`config.mk`:
```
export PLATFORM = sky130hd
export DESIGN_NAME = panel_switch_io
export DESIGN_NICKNAME = d
export VERILOG_FILES = /design/src/hdl/panel_io_pkg.sv /design/src/hdl/od_pin_bank.sv /design/src/hdl/panel_switch_io.sv
export SDC_FILE = /design/constraint.sdc
export NUM_CORES = 1
export LEC_CHECK = 0
export BUFFER_PORTS_ARGS = -buffer_cell sky130_fd_sc_hd__clkbuf_2
export CAP_MARGIN = 15
export CORE_MARGIN = 4
export CORE_UTILIZATION = 25
export DETAILED_ROUTE_END_ITERATION = 7
export MAX_ROUTING_LAYER = met4
export PLACE_DENSITY = 0.52
export SLEW_MARGIN = 25
export SYNTH_ARGS = -nofsm -noshare
export SYNTH_HDL_FRONTEND = slang
export SYNTH_SLANG_ARGS = --single-unit
```
`constraint.sdc`:
```
create_clock -name clock -period 2.4 [get_ports clock]
set_input_delay 0.36 -clock clock [delete_from_list [all_inputs] [get_ports clock]]
set_output_delay 0.36 -clock clock [all_outputs]
set_load 0.01 [all_outputs]
```
`src/hdl/panel_io_pkg.sv`:
```
// Purpose: shared constants and carriers for the panel switch and rear pin registers
// Assumes: register numbers are the host-visible addresses on the serial register port
// Notes:   all positions, addresses and reset values live here
package panel_io_pkg;

  // register addresses as seen by the host register port
  localparam int           ADDR_W            = 8;
  localparam logic [7:0]   SWITCH_FLAGS_ADDR = 8'h97;
  localparam logic [7:0]   PIN_STATE_ADDR    = 8'h98;

  // field positions
  localparam int           REMOTE_BIT  = 15;  // front panel disable
  localparam int           EMU_BITS    = 7;   // host-emulated switch bits 0..6
  localparam int           FN3_BIT     = 7;
  localparam int           RSV_LO_BIT  = 8;
  localparam int           RSV_HI_BIT  = 14;
  localparam int           OD_PINS     = 3;   // hold, lock, capture
  localparam int           PIN_FIELDS  = 5;   // pins shown in the rear register

  // values after reset
  localparam logic [15:0]  SWITCH_RESET = 16'h0000;
  localparam logic         REMOTE_RESET = 1'b0;
  localparam logic [2:0]   DRIVE_RESET  = 3'h0;  // all pins released

  // front panel switch states, program button in bit 0
  typedef struct packed {
    logic function_button_three;
    logic function_button_two;
    logic function_button_one;
    logic lock_down;
    logic lock_up;
    logic up;
    logic down;
    logic program_button;
  } panel_switch_t;

  // rear panel pin levels, hold pin in bit 0
  typedef struct packed {
    logic general_input_two;
    logic general_input_one;
    logic capture;
    logic lock;
    logic hold;
  } rear_pin_t;

  // one host register access
  typedef struct packed {
    logic              rd_en;
    logic              wr_en;
    logic [ADDR_W-1:0] addr;
    logic [15:0]       wr_data;
  } host_req_t;

endpackage : panel_io_pkg

```
`src/hdl/od_pin_bank.sv`:
```
// Purpose: open-drain drivers for the writable rear panel pins
// Assumes: a weak pull-up outside lifts a released pin
// Notes:   a stored 1 pulls the pin low, a stored 0 releases it
`timescale 1ns/1ps
module od_pin_bank #(
  parameter int N = 3
) (
  // clock and reset
  input  wire logic         clock,
  input  wire logic         reset,
  // load port
  input  wire logic         load,
  input  wire logic [N-1:0] load_data,
  // pin drive
  output logic      [N-1:0] pin_out,
  output logic      [N-1:0] pin_oe_n
);

  if (N < 1) begin : g_check
    $error("od_pin_bank needs at least one pin");
  end

  // one drive flop per pin
  for (genvar i = 0; i < N; i++) begin : g_pin
    logic drive_r;
    logic drive_nxt;

    // next drive state: written value replaces the old one
    always_comb begin
      drive_nxt = drive_r;
      if (load) begin
        drive_nxt = load_data[i];
      end
    end

    // register the drive state
    always_ff @(posedge clock) begin
      if (reset) begin
        drive_r <= panel_io_pkg::DRIVE_RESET[0];
      end else begin
        drive_r <= drive_nxt;
      end
    end

    assign pin_out[i]  = 1'b0;      // only ever pulls low
    assign pin_oe_n[i] = ~drive_r;  // released when 0 was written
  end

endmodule : od_pin_bank

```
`src/hdl/panel_switch_io.sv`:
```
// Purpose: front panel switch flags and rear panel pin registers of a panel meter
// Assumes: host reads and writes arrive as one-cycle strobes on the register port
// Notes:   read data appears one cycle after the read strobe
// Functional notes
// - With the front panel disable bit set, physical switches have no effect on the meter, but a switch flags read still shows function button three at bit 7.
// - In normal mode a read of the switch flags returns the live switch state; pin levels are not included.
// - Bit 7 of the switch flags reports function button three, 1 when closed.
// - Bits 8 to 14 of the switch flags are reserved and have no function.
// - The rear pin register is 16 bits and shows lock at bit 1 and capture at bit 2.
// - Bits 3 and 4 of the rear pin register show the two general inputs and are read-only.
// - A normal-mode read of the switch flags merges the switch states and the disable bit in one word.
// - Switch bits 0 to 6 are program, down, up, lock up, lock down, function one and two.
// - Rear pin reads sample the pins directly and writes drive the pins directly.
// - Writing 1 to bits 0 to 2 drives the pin low, writing 0 releases it to its pull-up.
`timescale 1ns/1ps
module panel_switch_io #(
  parameter int ADDR_W = panel_io_pkg::ADDR_W
) (
  // clock and reset
  input  wire logic                       clock,
  input  wire logic                       reset,
  // host register port
  input  wire panel_io_pkg::host_req_t    host_req,
  output logic                      [15:0] rd_data,
  output logic                             rd_valid,
  // front panel switches
  input  wire panel_io_pkg::panel_switch_t panel_switch,
  output panel_io_pkg::panel_switch_t      switch_active,
  output logic                             panel_disabled,
  // rear panel pins
  input  wire panel_io_pkg::rear_pin_t     rear_pin_in,
  output logic        [panel_io_pkg::OD_PINS-1:0] pin_out,
  output logic        [panel_io_pkg::OD_PINS-1:0] pin_oe_n
);

  if (ADDR_W != panel_io_pkg::ADDR_W) begin : g_check
    $error("panel_switch_io address width must match the package carrier");
  end

  logic                                    remote_r;
  logic                                    remote_nxt;
  logic [panel_io_pkg::EMU_BITS-1:0]       emu_r;
  logic [panel_io_pkg::EMU_BITS-1:0]       emu_nxt;
  panel_io_pkg::panel_switch_t             active_nxt;
  logic [15:0]                             rd_data_nxt;
  logic                                    rd_valid_nxt;
  logic                                    sw_wr;
  logic                                    sw_rd;
  logic                                    pin_wr;
  logic                                    pin_rd;
  logic [15:0]                             sw_view;
  logic [15:0]                             pin_view;

  // address decode
  assign sw_wr  = host_req.wr_en && (host_req.addr == panel_io_pkg::SWITCH_FLAGS_ADDR);
  assign sw_rd  = host_req.rd_en && (host_req.addr == panel_io_pkg::SWITCH_FLAGS_ADDR);
  assign pin_wr = host_req.wr_en && (host_req.addr == panel_io_pkg::PIN_STATE_ADDR);
  assign pin_rd = host_req.rd_en && (host_req.addr == panel_io_pkg::PIN_STATE_ADDR);

  // switch flag register: disable bit and emulated presses
  always_comb begin
    remote_nxt = remote_r;
    emu_nxt    = emu_r;
    if (sw_wr) begin
      remote_nxt = host_req.wr_data[panel_io_pkg::REMOTE_BIT];
      emu_nxt    = host_req.wr_data[panel_io_pkg::EMU_BITS-1:0];
    end
  end

  // switches seen by the meter: physical in normal mode, emulated when disabled
  always_comb begin
    if (remote_r) begin
      active_nxt = panel_io_pkg::panel_switch_t'({1'b0, emu_r});
    end else begin
      active_nxt = panel_switch;
    end
  end

  // read views of both registers; reserved bits stay zero
  always_comb begin
    sw_view = 16'h0000;
    sw_view[panel_io_pkg::REMOTE_BIT] = remote_r;
    if (remote_r) begin
      sw_view[panel_io_pkg::EMU_BITS-1:0] = emu_r;
    end else begin
      sw_view[panel_io_pkg::EMU_BITS-1:0] = panel_switch[panel_io_pkg::EMU_BITS-1:0];
    end
    sw_view[panel_io_pkg::FN3_BIT] = panel_switch.function_button_three;
    pin_view = 16'h0000;
    pin_view[panel_io_pkg::PIN_FIELDS-1:0] = rear_pin_in;
  end

  // read answer: one cycle after the strobe, unmapped reads give zero
  always_comb begin
    rd_valid_nxt = host_req.rd_en;
    rd_data_nxt  = 16'h0000;
    if (sw_rd) begin
      rd_data_nxt = sw_view;
    end else if (pin_rd) begin
      rd_data_nxt = pin_view;
    end
  end

  // register the switch, read and output state
  always_ff @(posedge clock) begin
    if (reset) begin
      remote_r      <= panel_io_pkg::REMOTE_RESET;
      emu_r         <= panel_io_pkg::SWITCH_RESET[panel_io_pkg::EMU_BITS-1:0];
      switch_active <= panel_io_pkg::panel_switch_t'(panel_io_pkg::SWITCH_RESET[7:0]);
      rd_data       <= 16'h0000;
      rd_valid      <= 1'b0;
    end else begin
      remote_r      <= remote_nxt;
      emu_r         <= emu_nxt;
      switch_active <= active_nxt;
      rd_data       <= rd_data_nxt;
      rd_valid      <= rd_valid_nxt;
    end
  end

  assign panel_disabled = remote_r;

  // open-drain drivers; only bits 0..2 of a write reach them
  od_pin_bank #(
    .N (panel_io_pkg::OD_PINS)
  ) u_pins (
    .clock     (clock),
    .reset     (reset),
    .load      (pin_wr),
    .load_data (host_req.wr_data[panel_io_pkg::OD_PINS-1:0]),
    .pin_out   (pin_out),
    .pin_oe_n  (pin_oe_n)
  );
endmodule : panel_switch_io

```
# Word-level counts from Yosys, hierarchy flattened
# Index checks and enable logic that the tools add are counted.
[totals]
mem_bits_rw = 0
input_bits = 41
latch_bits = 0
n_memories = 0
out_inout_bits = 32
elab_cells = 31
mem_bits_ro = 0
regBits = 36
[op_classes]
reduce_logical = 6
shift = 0
n_mul = 0
bitwise = 3
n_mux = 4
addsub = 0
n_div = 0
eq_ne = 2
magnitude_cmp = 0
[ops]
columns = ["operator", "n"]
rows = [
  ["8-bit == test, second input constant", 2],
  ["16-bit two-way mux", 1],
  ["7-bit two-way mux", 2],
  ["5-bit two-way mux", 1],
  ["1-bit logical AND", 4],
  ["2-bit OR reduction", 2],
  ["1-bit inverter", 3],
]

# Logic depth before layout (Yosys ltp)
# Gate-level depths: netlist of the first run.
[depth]
word_depth = 4
depth_mapped = 4
mapped_depth_nobuf = 3

# Cells and area by module
# Synthesis of the first run repeated with hierarchy kept, for this count alone.
[unflattened]
hier_cells = 122
hier_area_um2 = 1257.5
[modules_own_cells]
columns = ["mod", "area_each_um2", "instances", "cells_each", "seq_area_each_um2"]
rows = [
  ["panel_switch_io", 1118.6, 1, 106, 520.5],
  ["od_pin_bank", 138.9, 1, 16, 60.1],
]

# Worst setup path after synthesis of the first run
# No wires, ideal clock.
[synth_timing]
path_kind = "input to register"
start = "in host_req[19] in the netlist's numbering"
end = "reg emu_r[0] in the netlist's numbering"
setup_time_ns = 0.072
required_time_ns = 2.328
t_arrival_ns = 1.168
stages = 4
n_path_buf = 1
path_slack_ns = 1.160
path_cell_list = "and4b_4 and3_4 buf_12 mux2i_1"
[synth_via]
elab_chain_cells = 2
[synth_lines]
columns = ["element", "line", "text"]
rows = [
  ["start: declaration", "panel_switch_io.sv:23", "input wire panel_io_pkg::host_req_t host_req,"],
  ["8-bit == test", "panel_switch_io.sv:55", "assign sw_wr = host_req.wr_en && (host_req.addr == panel_io_pkg::SWITCH_FLAGS_ADDR);"],
  ["1-bit logical AND", "panel_switch_io.sv:55", ""],
  ["end signal: assignment", "panel_switch_io.sv:108", "emu_r <= panel_io_pkg::SWITCH_RESET[panel_io_pkg::EMU_BITS-1:0];"],
  ["end signal: assignment", "panel_switch_io.sv:114", "emu_r <= emu_nxt;"],
  ["end: declaration", "panel_switch_io.sv:42", "logic [panel_io_pkg::EMU_BITS-1:0] emu_r;"],
]
# Every way passes these cells.
# A chain may end at the register's enable or synchronous reset.

# Final worst setup path of the first run
[layout_timing]
start = "reg remote_r, in the netlist panel_disabled"
end = "out panel_disabled"
[layout_lines]
columns = ["element", "line", "text"]
rows = [
  ["start: declaration", "panel_switch_io.sv:40", "logic remote_r;"],
  ["start signal: assignment", "panel_switch_io.sv:107", "remote_r <= panel_io_pkg::REMOTE_RESET;"],
  ["start signal: assignment", "panel_switch_io.sv:113", "remote_r <= remote_nxt;"],
  ["end: declaration", "panel_switch_io.sv:29", "output logic panel_disabled,"],
]
# No word-level cell between the ends.

==> insert_results.sql, run 1 <==
INSERT INTO impl_metrics (metric_group, metric, value, unit) VALUES
('status', 'run_status', 'completed', ''),
('power', 'power_density_relative_to_cell_area', '616', 'nW/µm²'),
('global_routing', 'grt.total_usage', '9.94', '%'),
('detailed_routing', 'wl_per_cell', '11.7', 'µm'),
('worst_setup_path', 'cpMaxStageDelayCell', 'dfxtp_1', ''),
('clocking', 'post-cts-setup-buffers', '0', ''),
('worst_setup_path', 'crit_path_launch', 'panel_disabled', ''),
('floorplan', 'die_span_in_x', '79.7', 'µm'),
('clocking', 'cts_resized', '0', ''),
('synth', 'synth_top_area_cell', 'dfxtp_1', ''),
('power', 'switchingPower', '0.000231', 'W'),
('placement', 'port_buffers', '54', ''),
('global_routing', 'antenna_found_initial', '0', ''),
('hold_path', 'hp-class', 'in2reg', ''),
('worst_setup_path', 'cp.required', '2.04', 'ns'),
('clocking', 'clock-root-buffer', 'clkbuf_8', ''),
('finish', 'nNetsFinal', '218', ''),
('floorplan', 'floorplan.rows', '25', ''),
('power', 'fraction_of_power_consumed_by_combinational_cells', '8.6', '%'),
('sta', 'fin_crit_share', '65.0', '%'),
('global_routing', 'first_global_vias', '960', ''),
('worst_setup_path', 'worstSetupStartpointType', 'flip-flop', ''),
('finish', 'drive_above_1_share', '39.3', '%'),
('synth', 'synth.yosys.seq_area_share', '45.2', '%'),
('worst_setup_path', 'critPathArrivalTime', '1.20', 'ns'),
('synth', 'post_synth_main_area_contributors', 'dfxtp_1 (45%), mux2i_1 (14%), nand2b_1 (9.3%)', ''),
('power', 'power_frac_seq', '48.1', '%'),
('worst_setup_path', 'criticalPathCategory', 'reg2out', ''),
('synth', 'postSynthAreaPerCell', '10.5', 'µm²'),
('floorplan', 'start_util', '26.5', '%'),
('synth', 'yosys.cell_types.count', '24', ''),
('floorplan', 'design.portCount', '73', ''),
('power', 'leakagePower', '0.725', 'nW'),
('finish', 'count_of_fill_cells_added_during_filler_insertion', '508', ''),
('detailed_routing', 'finalWirelength', '2880', 'µm'),
('placement', 'place.gp.congestion', '0.689', ''),
('power', 'report.power.total', '0.00102', 'W'),
('clocking', 'tritoncts', 'done', ''),
('finish', 'synthToLayoutAreaGrowth', '29.2', '%'),
('worst_setup_path', 'crit_family', 'flip-flops', ''),
('clocking', 'holdBufCountCts', '0', ''),
('floorplan', 'core_area', '4850', 'µm²'),
('detailed_routing', 'vias', '967', ''),
('sta', 'max_slew.worst_pin.slew', '0.574', 'ns'),
('clocking', 'worst_skew_pair.late_latency', '0.28', 'ns'),
('sta', 'timing_max_transition_violations_final', '0', ''),
('power', 'clock_power_share', '43.3', '%'),
('run', 'max_cap_viol_count', '0', ''),
('detailed_routing', 'antenna_nets_post_route', '0', ''),
('clocking', 'post_cts_clock_slew_at_the_launch_and_capture_registers_of_the_worst_setup_and_hold_paths', '0.06', 'ns'),
('detailed_routing', 'drc_errors', '0', ''),
('finish', 'diodes', '0', ''),
('hold_path', 'min_path_cells', '2', ''),
('worst_setup_path', 'r2r_end', 'rd_data[4]', ''),
('detailed_routing', 'initial_drc_count', '25', ''),
('synth', 'post_synth_inst_count', '122', ''),
('worst_setup_path', 'regToRegStartpoint', 'panel_disabled', ''),
('synth', 'post-synth-top-area-fraction', '45.2', '%'),
('clocking', 'numCtsBuffers', '5', ''),
('clocking', 'cts_max_level', '2', ''),
('sta', 'slew_headroom', '61.7', '%'),
('sta', 'max_freq', '0.641', 'GHz'),
('worst_setup_path', 'r2r_cells', '3', ''),
('floorplan', 'die-area', '6350', 'µm²'),
('clocking', 'cts.path.max_buffers', '2', ''),
('power', 'intPower', '0.000791', 'W'),
('sta', 'setup_total_negative_slack', '0', 'ns'),
('hold_path', 'hold_end', 'rd_data[7]', ''),
('hold_path', 'worstHoldStart', 'panel_switch[7]', ''),
('sta', 'rsz0062_at_grt', 'no', ''),
('worst_setup_path', 'critical_path.cell_chain', 'clkbuf_2', '');
[metrics by stage]
stage | util (%) | cell area [µm²] | instances
final | 34.2 | 1660 | 245
after global routing | 34.2 | 1660 | 245
after CTS | 34.2 | 1660 | 245
after detailed placement | 32.2 | 1560 | 237
after global placement | 32.2 | 1560 | 237
after floorplan | - | 1320 | 131
[worst max-delay path by stage]
stage / endpoint / slack (ns) / cells after the start
2_1_floorplan: emu_r[0] / 1.16 / 4
3_3_place_gp: u_pins.g_pin[2].drive_r / 0.96 / 4
3_5_place_dp: u_pins.g_pin[2].drive_r / 0.98 / 4
4_1_cts: panel_disabled / 0.81 / 1
5_1_grt: panel_disabled / 0.77 / 1
6_report: panel_disabled / 0.84 / 1
[synth_stat cells (all sizes together)]
library cell,count
nand4bb,6
clkbuf,1
nor4b,1
dfxtp,29
a21oi,5
and4bb,1
nand2b,19
and4b,1
conb,1
nor3b,1
mux2i,18
inv,3
nor2b,1
nor2,7
and3,4
nand3,6
buf,15
and2,3
[cells in the final DEF (no fill, tap or decap), drive strengths merged]
master   netlist  final
clkbuf         1     61
dfxtp         29     29
nand2b        19     19
mux2i         18     18
conb           1     10
nor2           7      7
nand4bb        6      6
nand3          6      6
a21oi          5      5
and3           4      4
inv            3      3
and2           3      3
and4b          1      1
and4bb         1      1
nor2b          1      1
nor3b          1      1
nor4b          1      1
clkinv         0      1
buf           15      1
[power by group through the flow]
stage	logic (W)	registers (W)	clock network, W
5_1_grt	0.0000988	0.000493	0.000483
2_1_floorplan	0.0000512	0.000507	0
3_3_place_gp	0.0000886	0.000503	0
3_5_place_dp	0.0000884	0.000503	0
6_report	0.0000877	0.000492	0.000442
4_1_cts	0.0000888	0.000492	0.000457
[logic make-up (layout without fill, tap and decap cells)]
group / after synthesis / in the layout / synth area share (%)
other: 1 / 10 / 0.292
AO/OA/AOI/OAI: 5 / 5 / 1.95
buffers and inverters: 19 / 66 / 10.3
multiplexers: 18 / 18 / 14.0
AND/OR/NAND/NOR: 50 / 50 / 28.2
flip-flops: 29 / 29 / 45.2
[area by class of cell]
cell class,count,area [µm²],share of cell area (%)
repair buffers,55,278,16.7
clock inverters,1,5.00,0.301
well taps,67,83.8,5.05
multi-input cells,83,606,36.5
inverters,3,11.3,0.678
flip-flops and latches,29,581,35.0
clock buffers,7,96.3,5.80
[registers in the layout (all words and copies together) (netlist names)]
signal	cells
emu_r	7
panel_disabled	1
rd_data	9
rd_valid	1
switch_active	8
u_pins.g_pin.drive_r	3
[layer usage]
metal	wire length (µm)	track usage, %	part of all wire [%]	up-vias
li1	-	-	-	500
met1	1330	12.1	46	411
met2	1190	14.4	41	50
met3	311	4.29	11	6
met4	46	4.12	1.6	0
met5	0	-	0	-
Power figures use the tool's default switching activity.
==> inputs of run 2 (changes only) <==
--- a/config.mk
+++ b/config.mk
@@ -11,7 +11,7 @@
 export CORE_UTILIZATION = 25
 export DETAILED_ROUTE_END_ITERATION = 7
 export MAX_ROUTING_LAYER = met4
-export PLACE_DENSITY = 0.52
+export PLACE_DENSITY = 0.54
 export SLEW_MARGIN = 25
 export SYNTH_ARGS = -nofsm -noshare
 export SYNTH_HDL_FRONTEND = slang
==> constraint.sdc (replaced) <==
create_clock -name clock -period 1.3 [get_ports clock]
set_input_delay 0.195 -clock clock [delete_from_list [all_inputs] [get_ports clock]]
set_output_delay 0.195 -clock clock [all_outputs]
set_load 0.01 [all_outputs]
==> run 2 against run 1 <==
  * Sequential share of layout area decreased by 0.65 points
  * Final cell count is 2.0% higher
  * Clock power grew 57%
  * Highest routed layer unchanged
==> insert_results.sql, run 2 (synthesis results as in run 1) <==
INSERT INTO impl_metrics (metric_group, metric, value, unit) VALUES
('finish', 'largest_register_ffs', '9', ''),
('floorplan', 'die_span_in_x', '79.7', 'µm'),
('worst_setup_path', 'worst-path-max-fanout', '10', ''),
('detailed_routing', 'vias_per_cell', '3.98', ''),
('worst_setup_path', 'regToRegStartpoint', 'panel_disabled', ''),
('clocking', 'cts_resized', '0', ''),
('floorplan', 'core_area', '4850', 'µm²'),
('finish', 'registers.top_by_ff_count', 'rd_data', ''),
('finish', 'nNetsFinal', '223', ''),
('clocking', 'cts.path.max_buffers', '2', ''),
('sta', 'max_freq', '0.855', 'GHz'),
('detailed_routing', 'initial_drc_count', '29', ''),
('finish', 'area_taken_by_multi_input_logic_gates', '606', 'µm²'),
('clocking', 'post-cts-setup-buffers', '0', ''),
('hold_path', 'hold_end', 'rd_data[7]', ''),
('worst_setup_path', 'rrSetupSlack', '0.13', 'ns'),
('floorplan', 'start_util', '26.5', '%'),
('clocking', 'worst_skew_pair.late_latency', '0.28', 'ns'),
('detailed_routing', 'drt_pass1_iterations', '3', ''),
('finish', 'most_common_cell_after_layout_fill_and_taps_aside', 'clkbuf_2', ''),
('hold_path', 'min_path_cells', '2', ''),
('sta', 'final_worst_path_period_need', '1.17', 'ns'),
('hold_path', 'hp-class', 'in2reg', ''),
('placement', 'post_detailed_placement_cell_area', '1610', 'µm²'),
('hold_path', 'worstHoldStart', 'panel_switch[7]', ''),
('clocking', 'holdBufCountCts', '0', ''),
('detailed_routing', 'drc_errors', '0', ''),
('clocking', 'numCtsBuffers', '5', ''),
('placement', 'place.gp.congestion', '0.753', ''),
('clocking', 'post_cts_clock_slew_at_the_launch_and_capture_registers_of_the_worst_setup_and_hold_paths', '0.06', 'ns'),
('finish', 'final_core_utilization', '34.9', '%'),
('placement', 'dp.final_hpwl', '2310', 'µm'),
('detailed_routing', 'antenna_nets_post_route', '0', ''),
('finish', 'layout_common_cells', 'clkbuf_2 (54), dfxtp_1 (29), nand2b_1 (19), mux2i_1 (18), conb_1 (10)', ''),
('finish', 'regArea', '581', 'µm²'),
('finish', 'count_of_fill_cells_added_during_filler_insertion', '502', ''),
('worst_setup_path', 'criticalPathCategory', 'reg2reg', ''),
('detailed_routing', 'finalWirelength', '2980', 'µm'),
('sta', 'rsz0062_at_grt', 'no', ''),
('worst_setup_path', 'timing.critical_path.to_type', 'flip-flop', ''),
('global_routing', 'grt_max_degree', '15', ''),
('sta', 'fin_skew', '0.00525', 'ns'),
('finish', 'drive_above_1_share', '40.4', '%'),
('floorplan', 'floorplan.rows', '25', ''),
('clocking', 'cts_max_level', '2', ''),
('worst_setup_path', 'cp.required', '1.45', 'ns'),
('placement', 'port_buffers', '54', ''),
('detailed_routing', 'vias', '996', ''),
('global_routing', 'grt.total_usage', '10.2', '%'),
('finish', 'final_cell_count_no_fill', '250', ''),
('power', 'leakagePower', '0.745', 'nW'),
('status', 'run_status', 'completed', ''),
('sta', 'timing_max_transition_violations_final', '0', ''),
('clocking', 'cts.sinks', '29', ''),
('finish', 'synthToLayoutAreaGrowth', '31.6', '%'),
('worst_setup_path', 'worstSetupStartpointType', 'flip-flop', ''),
('finish', 'diodes', '0', ''),
('clocking', 'clock-root-buffer', 'clkbuf_8', ''),
('global_routing', 'grt_pass1_wl', '4710', 'µm'),
('floorplan', 'die-height', '79.7', 'µm'),
('global_routing', 'first_global_vias', '1006', ''),
('worst_setup_path', 'r2r_end', 'rd_data[1]', ''),
('floorplan', 'design.portCount', '73', ''),
('sta', 'fin_crit_share', '89.9', '%'),
('worst_setup_path', 'r2r_cells', '4', ''),
('global_routing', 'antenna_found_initial', '0', ''),
('worst_setup_path', 'critPathArrivalTime', '1.32', 'ns'),
('detailed_routing', 'wl_per_cell', '11.9', 'µm'),
('floorplan', 'die-area', '6350', 'µm²'),
('sta', 'setup_total_negative_slack', '0', 'ns'),
('sta', 'hold_viol_final', '0', ''),
('global_routing', 'overflow', '0', ''),
('run', 'max_cap_viol_count', '0', ''),
('finish', 'top_registers', 'rd_data x9, switch_active x8, emu_r x7', ''),
('sta', 'setup_viol', '0', ''),
('clocking', 'tritoncts', 'done', ''),
('power', 'power_density_relative_to_cell_area', '1050', 'nW/µm²'),
('power', 'irDropWorstVdd', '0.309', 'mV'),
('placement', 'place_inst', '242', ''),
('finish', 'layout.cell_area.non_filler', '1690', 'µm²');
[run 2: worst max path at each step]
stage / start / endpoint / slack, ns
3_3_place_gp: host_req[22] / panel_disabled / 0.09
6_report: panel_disabled / rd_data[1] / 0.13
2_1_floorplan: panel_disabled / rd_data[0] / 0.22
3_5_place_dp: host_req[21] / emu_r[2] / 0.04
4_1_cts: panel_disabled / rd_data[1] / 0.11
5_1_grt: panel_disabled / rd_data[1] / 0.05
[run 2: area by class of cell]
class,instances,area share [%]
multi-input combinational,83,35.8
sequential,29,34.3
timing repair buffer,60,19.4
tap,67,4.96
clock buffer,6,4.29
inverter,3,0.666
clock inverter,2,0.592
[run 2: where the power goes]
group | internal (W) | total [W] | switching, W
clock network | 0.000370 | 0.000696 | 0.000327
registers | 0.000904 | 0.000908 | 0.00000394
logic | 0.0000843 | 0.000169 | 0.0000851
total | 0.00136 | 0.00177 | 0.000416
[run 2: metrics by stage]
step | setup slack (ns) | hold WS [ns] | power, W
3_3_place_gp | 0.0863 | 0.425 | 0.00110
4_1_cts | 0.113 | 0.121 | 0.00181
5_1_grt | 0.0471 | 0.126 | 0.00188
2_1_floorplan | 0.224 | 0.317 | 0.00103
6_report | 0.131 | 0.130 | 0.00177
3_5_place_dp | 0.0370 | 0.416 | 0.00110
[run 2: layer usage]
metal / global-route usage [%] / wire length, µm
met1: 12.0 / 1330
met2: 14.9 / 1260
met3: 4.85 / 336
met4: 4.12 / 51
met5: - / 0
[run 2: worst max-delay path: stages (launching register included)]
cell and delay [ns]:
dfxtp_1 0.37, buf_12 0.15, mux2i_1 0.27, nand4bb_1 0.17, a21oi_1 0.08
